[src/verilog/kgp_pkg.sv]
package kgp_pkg;
   localparam logic [7:0] OFS_RANGE_LO = 8'h31;
   localparam logic [7:0] OFS_RANGE_HI = 8'h5b;
   localparam logic [7:0] OFS_ROW_VAL  = 8'h3a;
   localparam logic [7:0] OFS_COL_VAL  = 8'h3b;
   localparam logic [7:0] OFS_XLAT_EN  = 8'h3c;
   localparam logic [7:0] OFS_GCFG     = 8'h40;
   localparam logic [7:0] OFS_DB_CFG   = 8'h42;
   localparam logic [7:0] OFS_TO_FLAG  = 8'h48;
   localparam int         GCFG_TO_IE   = 5;
   localparam int         GCFG_PEN     = 4;
   localparam int         GCFG_PRST    = 3;
   localparam int         GCFG_FADE_HI = 2;
   localparam logic [7:0] RST_ROW_VAL  = 8'hff;
   localparam logic [7:0] RST_COL_VAL  = 8'hff;
   localparam logic [7:0] RST_XLAT_EN  = 8'h00;
   localparam logic [5:0] RST_GCFG     = 6'h00;
   localparam logic [4:0] RST_DB_CFG   = 5'h00;
   localparam int         CLK_KHZ      = 40000;
   localparam int         DB_BASE_MS   = 9;
   localparam int         FADE_MIN_MS  = 256;
   localparam int         FADE_STEPS   = 16;
   localparam int         FADE_STEP_MS = FADE_MIN_MS / FADE_STEPS;
   localparam logic [2:0] FADE_MAX_CODE = 3'h5;
endpackage

[src/verilog/kgp_gpio_ctrl.sv]
`timescale 1ns/1ps
module kgp_gpio_ctrl
#(
   parameter int MS_CYC = kgp_pkg::CLK_KHZ
)
(
   input  wire logic       clk,
   input  wire logic       rstn,
   input  wire logic [7:0] reg_addr,
   input  wire logic [7:0] reg_wdata,
   input  wire logic       reg_wr,
   input  wire logic       reg_rd,
   output logic      [7:0] reg_rdata,
   input  wire logic       i2c_timeout,
   input  wire logic       keyscan_sleep,
   input  wire logic [7:0] row_dir,
   input  wire logic [7:0] col_dir,
   input  wire logic [7:0] row_pp,
   input  wire logic [3:0] col_pp,
   input  wire logic       fade_target,
   input  wire logic [7:0] row_in,
   input  wire logic [7:0] col_in,
   output logic      [7:0] row_out,
   output logic      [7:0] row_oe_n,
   output logic      [7:0] col_out,
   output logic      [7:0] col_oe_n,
   output logic      [7:0] row_gpi,
   output logic      [7:0] col_gpi,
   output logic            irq_n,
   output logic            drivers_en,
   output logic            chip_shutdown,
   output logic            port_regs_rst,
   output logic      [3:0] fade_level
);
   localparam int STEP_CYC = MS_CYC * kgp_pkg::FADE_STEP_MS;
   logic [7:0]  row_val_r;
   logic [7:0]  col_val_r;
   logic [7:0]  xlat_en_r;
   logic [5:0]  gcfg_r;
   logic [4:0]  db_cfg_r;
   logic        to_flag_r;
   logic        to_flag_nxt;
   logic [7:0]  rdata_r;
   logic        irq_n_r;
   logic        pen_r;
   logic        shdn_r;
   logic        prst_r;
   logic [7:0]  row_out_r;
   logic [7:0]  row_oe_n_r;
   logic [7:0]  col_out_r;
   logic [7:0]  col_oe_n_r;
   logic [15:0] s1_r;
   logic [15:0] s2_r;
   logic [15:0] s3_r;
   logic [15:0] filt_r;
   logic [15:0] gpi_r;
   logic [5:0]  db_cnt_r [16];
   logic [17:0] ms_cnt_r;
   logic        ms_tick;
   logic [5:0]  db_lim;
   logic [15:0] in_dir;
   logic [27:0] fade_cnt_r;
   logic [27:0] fade_lim;
   logic [3:0]  fade_r;
   logic        wr_ok;
   logic        prst_wr;
   logic        to_rd;
   logic [7:0]  row_f;
   logic [7:0]  col_f;
   function automatic logic in_port_range(input logic [7:0] a);
      in_port_range = (a >= kgp_pkg::OFS_RANGE_LO) &&
                      (a <= kgp_pkg::OFS_RANGE_HI);
   endfunction
   assign pen_r   = gcfg_r[kgp_pkg::GCFG_PEN];
   // config register stays writable so the port can be re-enabled
   assign wr_ok   = reg_wr && (pen_r || !in_port_range(reg_addr) ||
                    reg_addr == kgp_pkg::OFS_GCFG);
   assign prst_wr = reg_wr && reg_addr == kgp_pkg::OFS_GCFG &&
                    reg_wdata[kgp_pkg::GCFG_PRST];
   assign to_rd   = reg_rd && reg_addr == kgp_pkg::OFS_TO_FLAG;
   assign row_f   = filt_r[7:0];
   assign col_f   = filt_r[15:8];
   // port registers
   always_ff @(posedge clk or negedge rstn)
   begin
      if (!rstn)
      begin
         row_val_r <= kgp_pkg::RST_ROW_VAL;
         col_val_r <= kgp_pkg::RST_COL_VAL;
         xlat_en_r <= kgp_pkg::RST_XLAT_EN;
         gcfg_r    <= kgp_pkg::RST_GCFG;
         db_cfg_r  <= kgp_pkg::RST_DB_CFG;
      end
      else if (prst_wr)
      begin
         row_val_r <= kgp_pkg::RST_ROW_VAL;
         col_val_r <= kgp_pkg::RST_COL_VAL;
         xlat_en_r <= kgp_pkg::RST_XLAT_EN;
         gcfg_r    <= kgp_pkg::RST_GCFG;
         db_cfg_r  <= kgp_pkg::RST_DB_CFG;
      end
      else if (wr_ok)
      begin
         case (reg_addr)
            kgp_pkg::OFS_ROW_VAL: row_val_r <= reg_wdata;
            kgp_pkg::OFS_COL_VAL: col_val_r <= reg_wdata;
            kgp_pkg::OFS_XLAT_EN: xlat_en_r <= reg_wdata;
            // reset bit is never stored, so it reads as zero
            kgp_pkg::OFS_GCFG:
               gcfg_r <= {reg_wdata[5:4], 1'b0, reg_wdata[2:0]};
            kgp_pkg::OFS_DB_CFG:  db_cfg_r  <= reg_wdata[4:0];
            default: ;
         endcase
      end
   end
   // a timeout in the reading cycle survives the read
   assign to_flag_nxt = i2c_timeout || (to_flag_r && !to_rd);
   always_ff @(posedge clk or negedge rstn)
   begin
      if (!rstn)
      begin
         to_flag_r <= 1'b0;
         irq_n_r   <= 1'b1;
      end
      else
      begin
         to_flag_r <= to_flag_nxt;
         irq_n_r   <= !(to_flag_nxt &&
                        gcfg_r[kgp_pkg::GCFG_TO_IE]);
      end
   end
   // read data, one cycle after the strobe
   always_ff @(posedge clk or negedge rstn)
   begin
      if (!rstn)
         rdata_r <= 8'h00;
      else if (reg_rd)
      begin
         case (reg_addr)
            kgp_pkg::OFS_ROW_VAL: rdata_r <= row_val_r;
            kgp_pkg::OFS_COL_VAL: rdata_r <= col_val_r;
            kgp_pkg::OFS_XLAT_EN: rdata_r <= xlat_en_r;
            kgp_pkg::OFS_GCFG:    rdata_r <= {2'h0, gcfg_r};
            kgp_pkg::OFS_DB_CFG:  rdata_r <= {3'h0, db_cfg_r};
            kgp_pkg::OFS_TO_FLAG: rdata_r <= {7'h00, to_flag_r};
            default:              rdata_r <= 8'h00;
         endcase
      end
   end
   // power control
   always_ff @(posedge clk or negedge rstn)
   begin
      if (!rstn)
      begin
         drivers_en <= 1'b0;
         shdn_r     <= 1'b0;
         prst_r     <= 1'b0;
      end
      else
      begin
         drivers_en <= pen_r;
         shdn_r     <= !pen_r && keyscan_sleep;
         prst_r     <= prst_wr;
      end
   end
   // pin synchronisers: a bit moves once stages two and three agree
   always_ff @(posedge clk or negedge rstn)
   begin
      if (!rstn)
      begin
         s1_r   <= 16'hffff;
         s2_r   <= 16'hffff;
         s3_r   <= 16'hffff;
         filt_r <= 16'hffff;
      end
      else
      begin
         s1_r   <= {col_in, row_in};
         s2_r   <= s1_r;
         s3_r   <= s2_r;
         filt_r <= (s2_r & s3_r) | (filt_r & (s2_r | s3_r));
      end
   end
   // pin drivers; outputs keep working with port enable low
   always_ff @(posedge clk or negedge rstn)
   begin
      if (!rstn)
      begin
         row_out_r  <= 8'hff;
         row_oe_n_r <= 8'hff;
         col_out_r  <= 8'hff;
         col_oe_n_r <= 8'hff;
      end
      else
      begin
         for (int n = 0; n < 8; n++)
         begin
            // column direction picks which side is driven
            if (xlat_en_r[n] && col_dir[n])
            begin
               col_out_r[n]  <= row_f[n];
               col_oe_n_r[n] <= (n >= 4 || !col_pp[n[1:0]]) ?
                                row_f[n] : 1'b0;
               row_out_r[n]  <= row_val_r[n];
               row_oe_n_r[n] <= 1'b1;
            end
            else if (xlat_en_r[n])
            begin
               row_out_r[n]  <= col_f[n];
               row_oe_n_r[n] <= row_pp[n] ? 1'b0 : col_f[n];
               col_out_r[n]  <= col_val_r[n];
               col_oe_n_r[n] <= 1'b1;
            end
            else
            begin
               row_out_r[n]  <= row_val_r[n];
               row_oe_n_r[n] <= !row_dir[n] ||
                                (!row_pp[n] && row_val_r[n]);
               col_out_r[n]  <= col_val_r[n];
               // upper columns are open drain only, high needs pullup
               col_oe_n_r[n] <= !col_dir[n] || (col_val_r[n] &&
                                (n >= 4 || !col_pp[n[1:0]]));
            end
         end
      end
   end
   // one millisecond tick for debounce
   always_ff @(posedge clk or negedge rstn)
   begin
      if (!rstn)
         ms_cnt_r <= 18'h00000;
      else
         ms_cnt_r <= ms_tick ? 18'h00000 : ms_cnt_r + 18'h00001;
   end
   assign ms_tick = ms_cnt_r == 18'(MS_CYC - 1);
   // tick phase is free running, so the wait may be up to 1 ms short
   assign db_lim  = 6'(kgp_pkg::DB_BASE_MS) + {1'b0, db_cfg_r};
   assign in_dir  = ~{col_dir, row_dir};
   // general inputs; frozen while the port is disabled
   always_ff @(posedge clk or negedge rstn)
   begin
      if (!rstn)
      begin
         gpi_r <= 16'hffff;
         for (int i = 0; i < 16; i++)
            db_cnt_r[i] <= 6'h00;
      end
      else if (pen_r)
      begin
         for (int i = 0; i < 16; i++)
         begin
            if (!in_dir[i] || filt_r[i] == gpi_r[i])
               db_cnt_r[i] <= 6'h00;
            else if (ms_tick)
            begin
               if (db_cnt_r[i] + 6'h01 >= db_lim)
               begin
                  gpi_r[i]    <= filt_r[i];
                  db_cnt_r[i] <= 6'h00;
               end
               else
                  db_cnt_r[i] <= db_cnt_r[i] + 6'h01;
            end
         end
      end
   end
   // step length doubles with each fade code above one
   assign fade_lim = 28'(STEP_CYC) << (gcfg_r[kgp_pkg::GCFG_FADE_HI:0]
                     - 3'h1);
   // fade ramp toward full or zero intensity
   always_ff @(posedge clk or negedge rstn)
   begin
      if (!rstn)
      begin
         fade_r     <= 4'h0;
         fade_cnt_r <= 28'h0000000;
      end
      else if (!pen_r)
         fade_cnt_r <= 28'h0000000;
      else if (gcfg_r[kgp_pkg::GCFG_FADE_HI:0] == 3'h0 ||
               gcfg_r[kgp_pkg::GCFG_FADE_HI:0] > kgp_pkg::FADE_MAX_CODE)
      begin
         fade_r     <= fade_target ? 4'hf : 4'h0;
         fade_cnt_r <= 28'h0000000;
      end
      else if (fade_cnt_r + 28'h1 >= fade_lim)
      begin
         fade_cnt_r <= 28'h0000000;
         if (fade_target && fade_r != 4'hf)
            fade_r <= fade_r + 4'h1;
         else if (!fade_target && fade_r != 4'h0)
            fade_r <= fade_r - 4'h1;
      end
      else
         fade_cnt_r <= fade_cnt_r + 28'h1;
   end
   assign reg_rdata     = rdata_r;
   assign irq_n         = irq_n_r;
   assign chip_shutdown = shdn_r;
   assign port_regs_rst = prst_r;
   assign row_out       = row_out_r;
   assign row_oe_n      = row_oe_n_r;
   assign col_out       = col_out_r;
   assign col_oe_n      = col_oe_n_r;
   assign row_gpi       = gpi_r[7:0];
   assign col_gpi       = gpi_r[15:8];
   assign fade_level    = fade_r;
endmodule // kgp_gpio_ctrl

[config.mk]
export PLATFORM = sky130hd
export DESIGN_NAME = kgp_gpio_ctrl
export DESIGN_NICKNAME = d
export VERILOG_FILES = /design/src/verilog/kgp_pkg.sv /design/src/verilog/kgp_gpio_ctrl.sv
export SDC_FILE = /design/constraint.sdc
export NUM_CORES = 1
export LEC_CHECK = 0
export BUFFER_PORTS_ARGS = -buffer_cell sky130_fd_sc_hd__buf_2
export CORE_MARGIN = 3
export CORE_UTILIZATION = 31
export DETAILED_ROUTE_END_ITERATION = 16
export PLACE_DENSITY = 0.51
export SLEW_MARGIN = 10
export SYNTH_ARGS = -nofsm -noshare
export SYNTH_HDL_FRONTEND = slang
export SYNTH_SLANG_ARGS = --single-unit
export TNS_END_PERCENT = 10
[constraint.sdc]
create_clock -name clk -period 3.6 [get_ports clk]
set_clock_uncertainty 0.1 [all_clocks]
set_input_delay 0.18 -clock clk [delete_from_list [all_inputs] [get_ports clk]]
set_output_delay 0.18 -clock clk [all_outputs]
set_load 0.05 [all_outputs]
==> metrics.md, run 1 <==
| Metric | Value |
|---|---|
| Power, Total | `0.00857 W` |
| Cell Area, Synth | `16600 µm²` |
| Die W | `237 µm` |
| CTS tree | `yes` |
| I/O pin count | `131` |
| Asr flop ratio synth | `1.00` |
| Area Growth Syn to Fin | `22.2%` |
| Syn Inst Count | `1557` |
| Share of post-route cells with drive strength above 1 | `0.241` |
| Synthesized Nets | `1766` |
| Status | `finished, final reports clean` |
| Number of global-route vias before repair | `12600` |
| Overflow after GRT | `0` |
| HP Class | `in -> reg` |
| Worst-margin pin slew | `0.860 ns` |
| Pre-CTS setup slack | `-0.0658 ns` |
| Critical path, cell by cell | `nand4_1 > nor4_2 > buf_4 > nand4_1 > nor2_1 > xor2_1 > ha_1 > and3_1 > a221oi_1 > o211a_1 > o21ai_1 > o21ai_2 > mux2_2` |
| Fin. Hold Viols | `0` |
| Synth top cells by count | `dfrtp_1 (176), nand2_1 (170), ha_1 (141)` |
| Cts bufs inserted | `37` |
| Fin crit share | `0.947` |
| H-tree levels | `2` |
| DRT Wirelength | `42300 µm` |
| Largest net degree at the start of global routing | `97` |
| Row count | `84` |
| Cell taking the most area after synthesis | `dfrtp_1` |
| Root buffer cell | `clkbuf_16` |
| Synth cell types | `65` |
| Area of the core | `52800 µm²` |
| Post-route minimum period | `3.41 ns` |
| Power Dens Cells | `423 nW/µm²` |
| IR drop worst, VDD | `0.289 mV` |
| Worst Slack Setup Final | `0.190 ns` |
| Initial DRC Count | `629` |
| Die area | `56300 µm²` |
| Crit path kind | `reg -> reg` |
| Relative slew slack | `0.422` |
| Design Area, Final | `20300 µm²` |
| Synth warn | `0` |
| Top cells by area, synth | `dfrtp_1 (27%), dfstp_2 (20%), ha_1 (11%), nand2_1 (3.8%), xnor2_1 (3.3%)` |
| First-pass GRT wire length | `68900 µm` |
| Detail Route Antenna Nets | `0` |
| CTS Buffer Depth | `3` |
| Remaining DRCs | `0` |
| Count leader, synth | `dfrtp_1` |
| Die Ht | `237 µm` |
| Max-slew violations | `0` |
| Vias | `12400` |
| Initial Util | `0.314` |
| Leak Pwr | `9.12 nW` |
| HPWL after DPL | `29500 µm` |
| Initial antenna violation count | `0` |
| TNS Setup | `0 ns` |
| IO Port Bufs | `130` |
| Top cell by count, worst path | `nand4_1` |
| Clk sinks | `305` |
| TritonRoute pass-1 iters | `5` |
| Worst-skew pair later-pin latency | `0.56 ns` |
| Total track usage | `0.152` |
| Final setup violation count | `0` |
| Clock-pin slew on the worst setup and hold paths | `0.06 ns` |
| Nets | `2005` |
| Vias per Instance | `4.95` |
| CP Data Required Time | `3.92 ns` |
| Drt wl/cell | `16.9 µm` |
| Commonest register cell after synthesis | `dfrtp_1` |
| Placed cell areas | `18200 µm²` |
| CP max FO | `6` |
| Synth top area share | `0.266` |
| Diodes inserted | `0` |
| CP Capture Type | `flop` |
| #FFs+latches synth | `305` |
| Hold slack | `0.0403 ns` |
| Worst path max stage delay | `0.39 ns` |
| Max cap viols | `0` |
| Sequential area share after synthesis | `0.470` |
| Final Wtd Congestion | `0.818` |
| Post-synth EDFFs | `0` |
| Max Freq | `0.293 GHz` |
| Syn Area/Cell | `10.6 µm²` |
| Critical path's slowest cell | `dfrtp_1` |
| CP arrival | `3.73 ns` |
| Startpoint Class | `flop` |
-- kinds of logic after synthesis --
logic type	count (synthesis)	share of synthesized area
simple gates	520	0.165
compound gates	328	0.133
flops	305	0.470
fa+ha+maj	158	0.117
xor+xnor	125	0.0660
buf+inv	77	0.0208
mux	43	0.0279
other cells	1	0.000226
-- registers in the layout, indices dropped and copies added, names as in the netlist, 16 cells and up --
name	flops
db_cnt_r	96
fade_cnt_r	28
filt_r	16
gpi_r	16
ms_cnt_r	18
s1_r	16
s2_r	16
s3_r	16
-- placed cells by master, fill, tap and decap left out, types with 9 or more instances in the layout --
master         synthesis  routed
nand3_1               55      55
nor3_2                12      12
mux2i_1               17      17
dfrtp_1              176     175
nor2b_1               14      13
nand2_1              170     170
and3_1                24      23
a2111oi_0             17      16
nor3_1                22      22
a21oi_1               45      45
or3_1                 15      15
clkbuf_16              0      37
nor3b_1               13      13
clkbuf_8               0      10
buf_4                  0      37
a22o_1                48      48
o21ai_0               83      81
nor2_1                83      83
nor4_1                18      17
inv_1                 33      33
nand2b_1              52      52
o21a_1                23      23
dfstp_2              129     129
mux2_2                26      26
a31oi_1               14      14
o211ai_1              26      26
ha_1                 141     141
xor2_1                62      60
xnor2_1               63      61
buf_2                 10     129
nand4_1               10      10
maj3_1                16      16
o21ai_1               21      22
o21ai_2                8       9
dlygate4sd3_1          0      74
-- per-stage QoR --
step,util,cells
CTS,0.383,2510
detailed placement,0.345,2368
finish,0.384,2511
floorplan,-,1557
global placement,0.345,2368
global route,0.384,2511
-- final timing paths --
| check | start | to | slack, ns | depth (start not counted) |
|---|---|---|---|---|
| worst min-delay path | reg_addr[6] | reg_rdata[4] | 0.04 | 5 |
| worst max-delay path | fade_cnt_r[8] | fade_level[2] | 0.19 | 13 |
| max in group asynchronous | rstn | col_oe_n[2] | 2.19 | 3 |
| worst max register to register | fade_cnt_r[8] | fade_level[2] | 0.19 | 13 |
| worst min register to register | s1_r[1] | s2_r[1] | 0.25 | 0 |
| min in group asynchronous | rstn | db_cnt_r[53] | 0.17 | 2 |
-- power by group --
| group | switching [W] | internal (W) | leakage [nW] |
|---|---|---|---|
| combinational | 0.000611 | 0.000350 | 4.75 |
| sequential | 0.000136 | 0.00364 | 3.76 |
| clock | 0.00151 | 0.00232 | 0.612 |
| total | 0.00226 | 0.00631 | 9.12 |
-- worst max-delay path, delay by kind of cell (launching register included) --
kind                     cells  cell delay, ns
AND/OR/NAND/NOR              5            0.94
AO/OA/AOI/OAI                4            0.82
flip-flops                   1            0.39
multiplexers                 1            0.36
adder cells (fa/ha/maj)      1            0.27
XOR/XNOR                     1            0.21
buffers and inverters        1            0.19
-- metal layers --
layer | up-vias | global-route usage | part of all wire
met2 | 189 | 0.248 | 0.46
met1 | 6074 | 0.208 | 0.48
met5 | - | 0 | 0
li1 | 6114 | - | -
met3 | 53 | 0.0300 | 0.038
met4 | 0 | 0.0345 | 0.019
-- repair_timing --
action	4_1_cts	5_1_grt
resized for setup	3	8
hold buffers	74	0
pin swaps	1	4
setup buffers	2	1
endpoints found under the hold margin	192	0
endpoints found under the setup margin	2	7
-- area by class of cell --
class / instances / area [µm²]
clock buffer: 54 / 1090
clock inverter: 12 / 153
fill: 5204 / 32500
inverter: 33 / 124
multi-input combinational: 1175 / 8500
sequential: 305 / 7790
tap: 688 / 861
timing repair buffer: 244 / 1740
Note: power is estimated with default switching activity, not from simulation.
==> run 2, diff against run 1 <==
Settings changed: CORE_UTILIZATION 31 to 55, PLACE_DENSITY 0.51 to unset, PLACE_DENSITY_LB_ADDON set to 0.15.
==> metrics.md, run 2 (synthesized netlist as in run 1, its figures left out) <==
| Metric | Value |
|---|---|
| CP Capture Type | `flop` |
| Remaining DRCs | `0 (unchanged)` |
| Pre-CTS setup slack | `0.000854 ns (+0.0666 ns)` |
| Status | `finished, final reports clean` |
| Power, Total | `0.00852 W (-0.56%)` |
| Clk sinks | `305 (unchanged)` |
| Vias per Instance | `5.78 (+17%)` |
| Finished Core Util | `0.680 (+0.295)` |
| TNS Setup | `0 ns (unchanged)` |
| Design Area, Final | `19800 µm² (-2.2%)` |
| Reg2reg start | `fade_cnt_r[9]` |
| Register area | `7790 µm² (about the same)` |
| Logic pwr share | `0.111 (about the same)` |
| Fillers | `2214 (-57%)` |
| H-tree levels | `2 (unchanged)` |
| Worst-skew pair later-pin latency | `0.52 ns (-0.04 ns)` |
| Met1 Usage GRT | `0.331 (+0.123)` |
| Initial DRC Count | `732 (+16%)` |
| Worst Slack Setup Final | `0.183 ns (-0.00674 ns)` |
| CTS tree | `yes` |
| CP arrival | `3.70 ns (-0.03 ns)` |
| CP Data Required Time | `3.89 ns (-0.03 ns)` |
| Worst-margin pin slew | `0.783 ns (-0.0772 ns)` |
| Number of global-route vias before repair | `12700 (+1.3%)` |
| TritonRoute pass-1 iters | `5 (unchanged)` |
| IR drop worst, VDD | `0.453 mV (+57%)` |
| Detail Route Antenna Nets | `0 (unchanged)` |
| Root buffer cell | `clkbuf_16` |
| Reg with most FFs | `db_cnt_r` |
| GR peak layer | `met2` |
| HP Class | `in -> reg` |
| Row count | `62 (-26%)` |
| Vias | `12700 (+2.0%)` |
| Area Growth Syn to Fin | `19.6%` |
| Largest net degree at the start of global routing | `97 (unchanged)` |
| DRT Wirelength | `39300 µm (-7.1%)` |
| Met2 usage | `0.405 (+0.157)` |
| Sw power | `0.00215 W (-4.8%)` |
| Total track usage | `0.242 (+0.0901)` |
| Placed cell areas | `17800 µm² (-2.2%)` |
| Max reg flops | `96 (unchanged)` |
| Pint | `0.00637 W (+0.96%)` |
| Diodes inserted | `0 (unchanged)` |
| Top flop regs | `db_cnt_r x96, fade_cnt_r x28, ms_cnt_r x18` |
| First-pass GRT wire length | `65200 µm (-5.4%)` |
| Met3 Use GR | `0.0344 (+0.00431)` |
| Commonest cells after routing, fill and taps aside | `dfrtp_1 (176), nand2_1 (170), ha_1 (140)` |
| Final setup violation count | `0 (unchanged)` |
| Final Wtd Congestion | `0.924 (+13%)` |
| Worst reg2reg setup slack | `0.18 ns (about the same)` |
| Area of the core | `29200 µm² (-45%)` |
| Post-route minimum period | `3.42 ns (+0.00674 ns)` |
| Crit path kind | `reg -> reg` |
| Die Ht | `180 µm (-24%)` |
| Startpoint Class | `flop` |
| Part of the power in registers | `0.443 (+0.003)` |
| HPWL after DPL | `26500 µm (-10%)` |
| Most common cell after layout, fill and taps aside | `dfrtp_1` |
| Drt wl/cell | `17.9 µm (+6.3%)` |
| Max cap viols | `0 (unchanged)` |
| Leak Pwr | `9.09 nW (-0.36%)` |
| CP max FO | `7 (+1)` |
| Cts bufs inserted | `35 (-5.4%)` |
| Power Dens Cells | `430 nW/µm² (+1.7%)` |
| Nets | `1994 (-0.55%)` |
| Hold Path Depth | `3 (-2)` |
| Max Freq | `0.293 GHz (-0.20%)` |
| Power share of the clock group | `0.446 (about the same)` |
| Initial Util | `0.568 (+0.254)` |
| RSZ-0062 raised after global routing | `false` |
| IO Port Bufs | `130 (unchanged)` |
| FF-to-FF path depth | `13 (unchanged)` |
| Hold path start | `row_dir[7]` |
| Clock-pin slew on the worst setup and hold paths | `0.06 ns (about the same)` |
| CTS Buffer Depth | `3 (unchanged)` |
| Worst r2r dst | `fade_level[1]` |
| Area of the multi-input gates | `8510 µm² (about the same)` |
| Die W | `180 µm (-24%)` |
| Relative slew slack | `0.475 (+0.0536)` |
| Overflow after GRT | `0 (unchanged)` |
| I/O pin count | `131 (unchanged)` |
| Die area | `32300 µm² (-43%)` |
| Initial antenna violation count | `0 (unchanged)` |
| Fin crit share | `0.949 (+0.00187)` |
| Share of post-route cells with drive strength above 1 | `0.239 (-0.00282)` |
| Fin. Hold Viols | `0 (unchanged)` |
| Max-slew violations | `0 (unchanged)` |
| Switching Share | `0.252 (-0.0113)` |
| Worst Hold Path EP | `gpi_r[7]` |
## run 2: per-stage QoR
| stage | hold WS (ns) | std cells |
|---|---|---|
| finish | 0.0167 | 2195 |
| floorplan | -0.216 | 1557 |
| detailed placement | 0.154 | 2059 |
| CTS | 0.00781 | 2187 |
| global route | 0.0242 | 2195 |
| global placement | 0.142 | 2059 |
## run 2: critical path, stage by stage, from the launching register on
cell and delay (ns):
dfrtp_1 0.39, and4_4 0.25, and3_4 0.20, nand4_1 0.10, buf_4 0.18, nor4_4 0.34
xnor2_2 0.17, ha_1 0.28, and3_1 0.20, a221oi_2 0.24, o211a_1 0.20, o21ai_2 0.10
o21ai_2 0.20, mux2_2 0.35
## run 2: cell type report
class                   instances  area share
clock buffers                  56      0.0555
clock inverters                 7     0.00713
repair buffers                235      0.0845
inverters                      33     0.00625
flip-flops and latches        305       0.393
multi-input cells            1175       0.429
well taps                     384      0.0242
## run 2: worst max-delay path by stage
stage | start | endpoint | slack (ns) | cells after the start
final | fade_cnt_r[9] | fade_level[1] | 0.18 | 13
after detailed placement | fade_cnt_r[8] | fade_level[1] | 0.0009 | 13
after global placement | fade_cnt_r[8] | fade_level[1] | 0.11 | 13
after CTS | fade_cnt_r[8] | fade_level[1] | 0.02 | 13
after floorplan | gcfg_r[0] | fade_level[1] | 0.05 | 13
after global routing | fade_cnt_r[8] | fade_level[2] | 0.003 | 13
## run 2: power groups by stage
stage	Sequential (W)	Combinational [W]	Clock, W
2_1_floorplan	0.00397	0.000385	0
3_3_place_gp	0.00382	0.000869	0
3_5_place_dp	0.00382	0.000890	0
4_1_cts	0.00377	0.000953	0.00386
5_1_grt	0.00379	0.00105	0.00400
6_report	0.00377	0.000950	0.00380
## run 2: repair_timing
| item | CTS | global route |
|---|---|---|
| setup buffers | 0 | 8 |
| cloned | 0 | 0 |
| setup endpoints to repair | 2 | 19 |
| resized for setup | 1 | 12 |
| pin swaps | 0 | 5 |
| hold buffers | 65 | 0 |
| endpoints found under the hold margin | 137 | 0 |
## run 2: per-layer routing
metal | share of wire | up-vias
li1 | - | 6081
met1 | 0.45 | 6215
met2 | 0.48 | 315
met3 | 0.050 | 70
met4 | 0.025 | 0
met5 | 0 | -
==> run 3, diff against run 2 <==
Settings changed: RECOVER_POWER set to 50.
==> metrics.md, run 3 (synthesized netlist as in run 1, its figures left out) <==
| Metric | Value |
|---|---|
| Bufs and invs on worst path | `1 (unchanged)` |
| Finished Core Util | `0.679 (-0.000858)` |
| Switching Share | `0.252 (about the same)` |
| Vias | `12700 (-0.15%)` |
| CP Data Required Time | `3.88 ns (about the same)` |
| Fin crit share | `0.949 (about the same)` |
| IR drop worst, VDD | `0.453 mV (-0.16%)` |
| Fillers | `2220 (+0.27%)` |
| TritonRoute pass-1 iters | `5 (unchanged)` |
| Overflow after GRT | `0 (unchanged)` |
| IO Port Bufs | `130 (unchanged)` |
| Hold path start | `row_dir[7]` |
| GR peak layer | `met2` |
| Post-route minimum period | `3.42 ns (+0.00121 ns)` |
| Leak Pwr | `9.03 nW (-0.59%)` |
| Power Dens Cells | `429 nW/µm² (about the same)` |
| HPWL after DPL | `26500 µm (unchanged)` |
| Worst path max stage delay | `0.39 ns (about the same)` |
| HP Class | `in -> reg` |
| Logic pwr share | `0.111 (about the same)` |
| Clk sinks | `305 (unchanged)` |
| Root buffer cell | `clkbuf_16` |
| Max-slew violations | `95 (+95)` |
| Worst reg2reg setup slack | `0.18 ns (about the same)` |
| Initial antenna violation count | `0 (unchanged)` |
| Die area | `32300 µm² (unchanged)` |
| Largest net degree at the start of global routing | `97 (unchanged)` |
| Relative slew slack | `-0.662 (-1.14)` |
| Met2 usage | `0.405 (unchanged)` |
| Pint | `0.00636 W (-0.23%)` |
| Most common cell after layout, fill and taps aside | `dfrtp_1` |
| Initial DRC Count | `786 (+7.4%)` |
| Diodes inserted | `0 (unchanged)` |
| Hold Path Depth | `3 (unchanged)` |
| Part of the power in registers | `0.442 (about the same)` |
| Reg2reg start | `fade_cnt_r[9]` |
| Total track usage | `0.242 (unchanged)` |
| Power share of the clock group | `0.446 (about the same)` |
| Crit path kind | `reg -> reg` |
| Die W | `180 µm (unchanged)` |
| Met3 Use GR | `0.0344 (unchanged)` |
| Fin. Hold Viols | `0 (unchanged)` |
| Row count | `62 (unchanged)` |
| Vias per Instance | `5.77 (-0.15%)` |
| Commonest cells after routing, fill and taps aside | `dfrtp_1 (176), nand2_1 (170), ha_1 (140)` |
| DRT Wirelength | `39300 µm (about the same)` |
| Sw power | `0.00214 W (-0.19%)` |
| TNS Setup | `0 ns (unchanged)` |
| Cts bufs inserted | `35 (unchanged)` |
| CP max FO | `7 (unchanged)` |
| FF-to-FF path depth | `13 (unchanged)` |
| Pre-CTS setup slack | `0.000854 ns (unchanged)` |
| CP Capture Type | `flop` |
| Detail Route Antenna Nets | `0 (unchanged)` |
| Max Freq | `0.293 GHz (about the same)` |
| Startpoint Class | `flop` |
| Reg with most FFs | `db_cnt_r` |
| Family with the most delay on the worst path | `simple AND/OR/NAND/NOR gates` |
| Worst Slack Setup Final | `0.182 ns (-0.00121 ns)` |
| Failing checks | `capacitance limit, slew limit` |
| CTS tree | `yes` |
| Max cap viols | `1 (+1)` |
| First-pass GRT wire length | `65200 µm (unchanged)` |
| Share of post-route cells with drive strength above 1 | `0.215 (-0.0237)` |
| Drt wl/cell | `17.9 µm (about the same)` |
| Die Ht | `180 µm (unchanged)` |
| Number of global-route vias before repair | `12700 (unchanged)` |
| Status | `finished with violations` |
| H-tree levels | `2 (unchanged)` |
| Worst-skew pair later-pin latency | `0.52 ns (about the same)` |
| Area Growth Syn to Fin | `19.4%` |
| Initial Util | `0.568 (unchanged)` |
| Clock-pin slew on the worst setup and hold paths | `0.06 ns (about the same)` |
| Worst r2r dst | `fade_level[1]` |
| Top cell by count, worst path | `o21ai_2` |
| Remaining DRCs | `0 (unchanged)` |
| Nets | `1994 (unchanged)` |
| Worst-margin pin slew | `2.49 ns (+1.71 ns)` |
| Critical path, cell by cell | `and4_4 > and3_4 > nand4_1 > buf_4 > nor4_4 > xnor2_2 > ha_1 > and3_1 > a221oi_2 > o211a_1 > o21ai_2 > o21ai_2 > mux2_2` |
| Final Wtd Congestion | `0.924 (unchanged)` |
| Max reg flops | `96 (unchanged)` |
| Critical path's slowest cell | `dfrtp_1` |
| CTS Buffer Depth | `3 (unchanged)` |
| Area of the core | `29200 µm² (unchanged)` |
| RSZ-0062 raised after global routing | `false` |
| I/O pin count | `131 (unchanged)` |
| CP arrival | `3.70 ns (about the same)` |
| Top flop regs | `db_cnt_r x96, fade_cnt_r x28, ms_cnt_r x18` |
| Met1 Usage GRT | `0.331 (unchanged)` |
| Worst Hold Path EP | `gpi_r[7]` |
| Final setup violation count | `0 (unchanged)` |
## run 3: power groups by stage
stage	clock [W]	sequential [W]	combinational, W
2_1_floorplan	0	0.00397	0.000385
4_1_cts	0.00386	0.00377	0.000953
5_1_grt	0.00400	0.00378	0.00104
6_report	0.00379	0.00376	0.000946
3_3_place_gp	0	0.00382	0.000869
3_5_place_dp	0	0.00382	0.000890
## run 3: per-stage QoR
step	std cells	area (µm²)	power (W)	hold WS, ns
detailed placement	2059	17800	0.00471	0.154
global route	2195	19800	0.00882	0.0242
global placement	2059	17800	0.00469	0.142
CTS	2187	19700	0.00858	0.00781
floorplan	1557	16600	0.00435	-0.216
finish	2195	19800	0.00850	0.0157
## run 3: repair_timing
action                                  CTS  global route
hold buffers                             65             0
endpoints found under the setup margin    2            19
hold endpoints to repair                137             0
gates resized for setup                   1            12
pin swaps                                 0             5
buffers inserted                          0             8
## run 3: how the worst max path moves through the flow
stage	start	to	slack, ns	cells past startpoint
2_1_floorplan	gcfg_r[0]	fade_level[1]	0.05	13
5_1_grt	fade_cnt_r[8]	fade_level[2]	0.003	13
4_1_cts	fade_cnt_r[8]	fade_level[1]	0.02	13
3_5_place_dp	fade_cnt_r[8]	fade_level[1]	0.0009	13
3_3_place_gp	fade_cnt_r[8]	fade_level[1]	0.11	13
6_report	fade_cnt_r[9]	fade_level[1]	0.18	13
## run 3: tightest hold or removal path, stage by stage
cell	delay (ns)
buf_2	0.13
nor3_1	0.07
mux2_2	0.21
## run 3: area by class of cell
type / count / area, µm² / area share
Clock buffer: 56 / 1100 / 0.0556
Clock inverter: 7 / 141 / 0.00714
Inverter: 33 / 124 / 0.00626
Multi-Input combinational cell: 1175 / 8510 / 0.430
Sequential cell: 305 / 7790 / 0.394
Tap cell: 384 / 480 / 0.0243
Timing Repair Buffer: 235 / 1650 / 0.0833
## run 3: per-layer routing
metal / part of all wire / vias to the layer above
met3: 0.055 / 64
met4: 0.024 / 0
met5: 0 / -
met2: 0.48 / 325
met1: 0.44 / 6198
li1: - / 6075
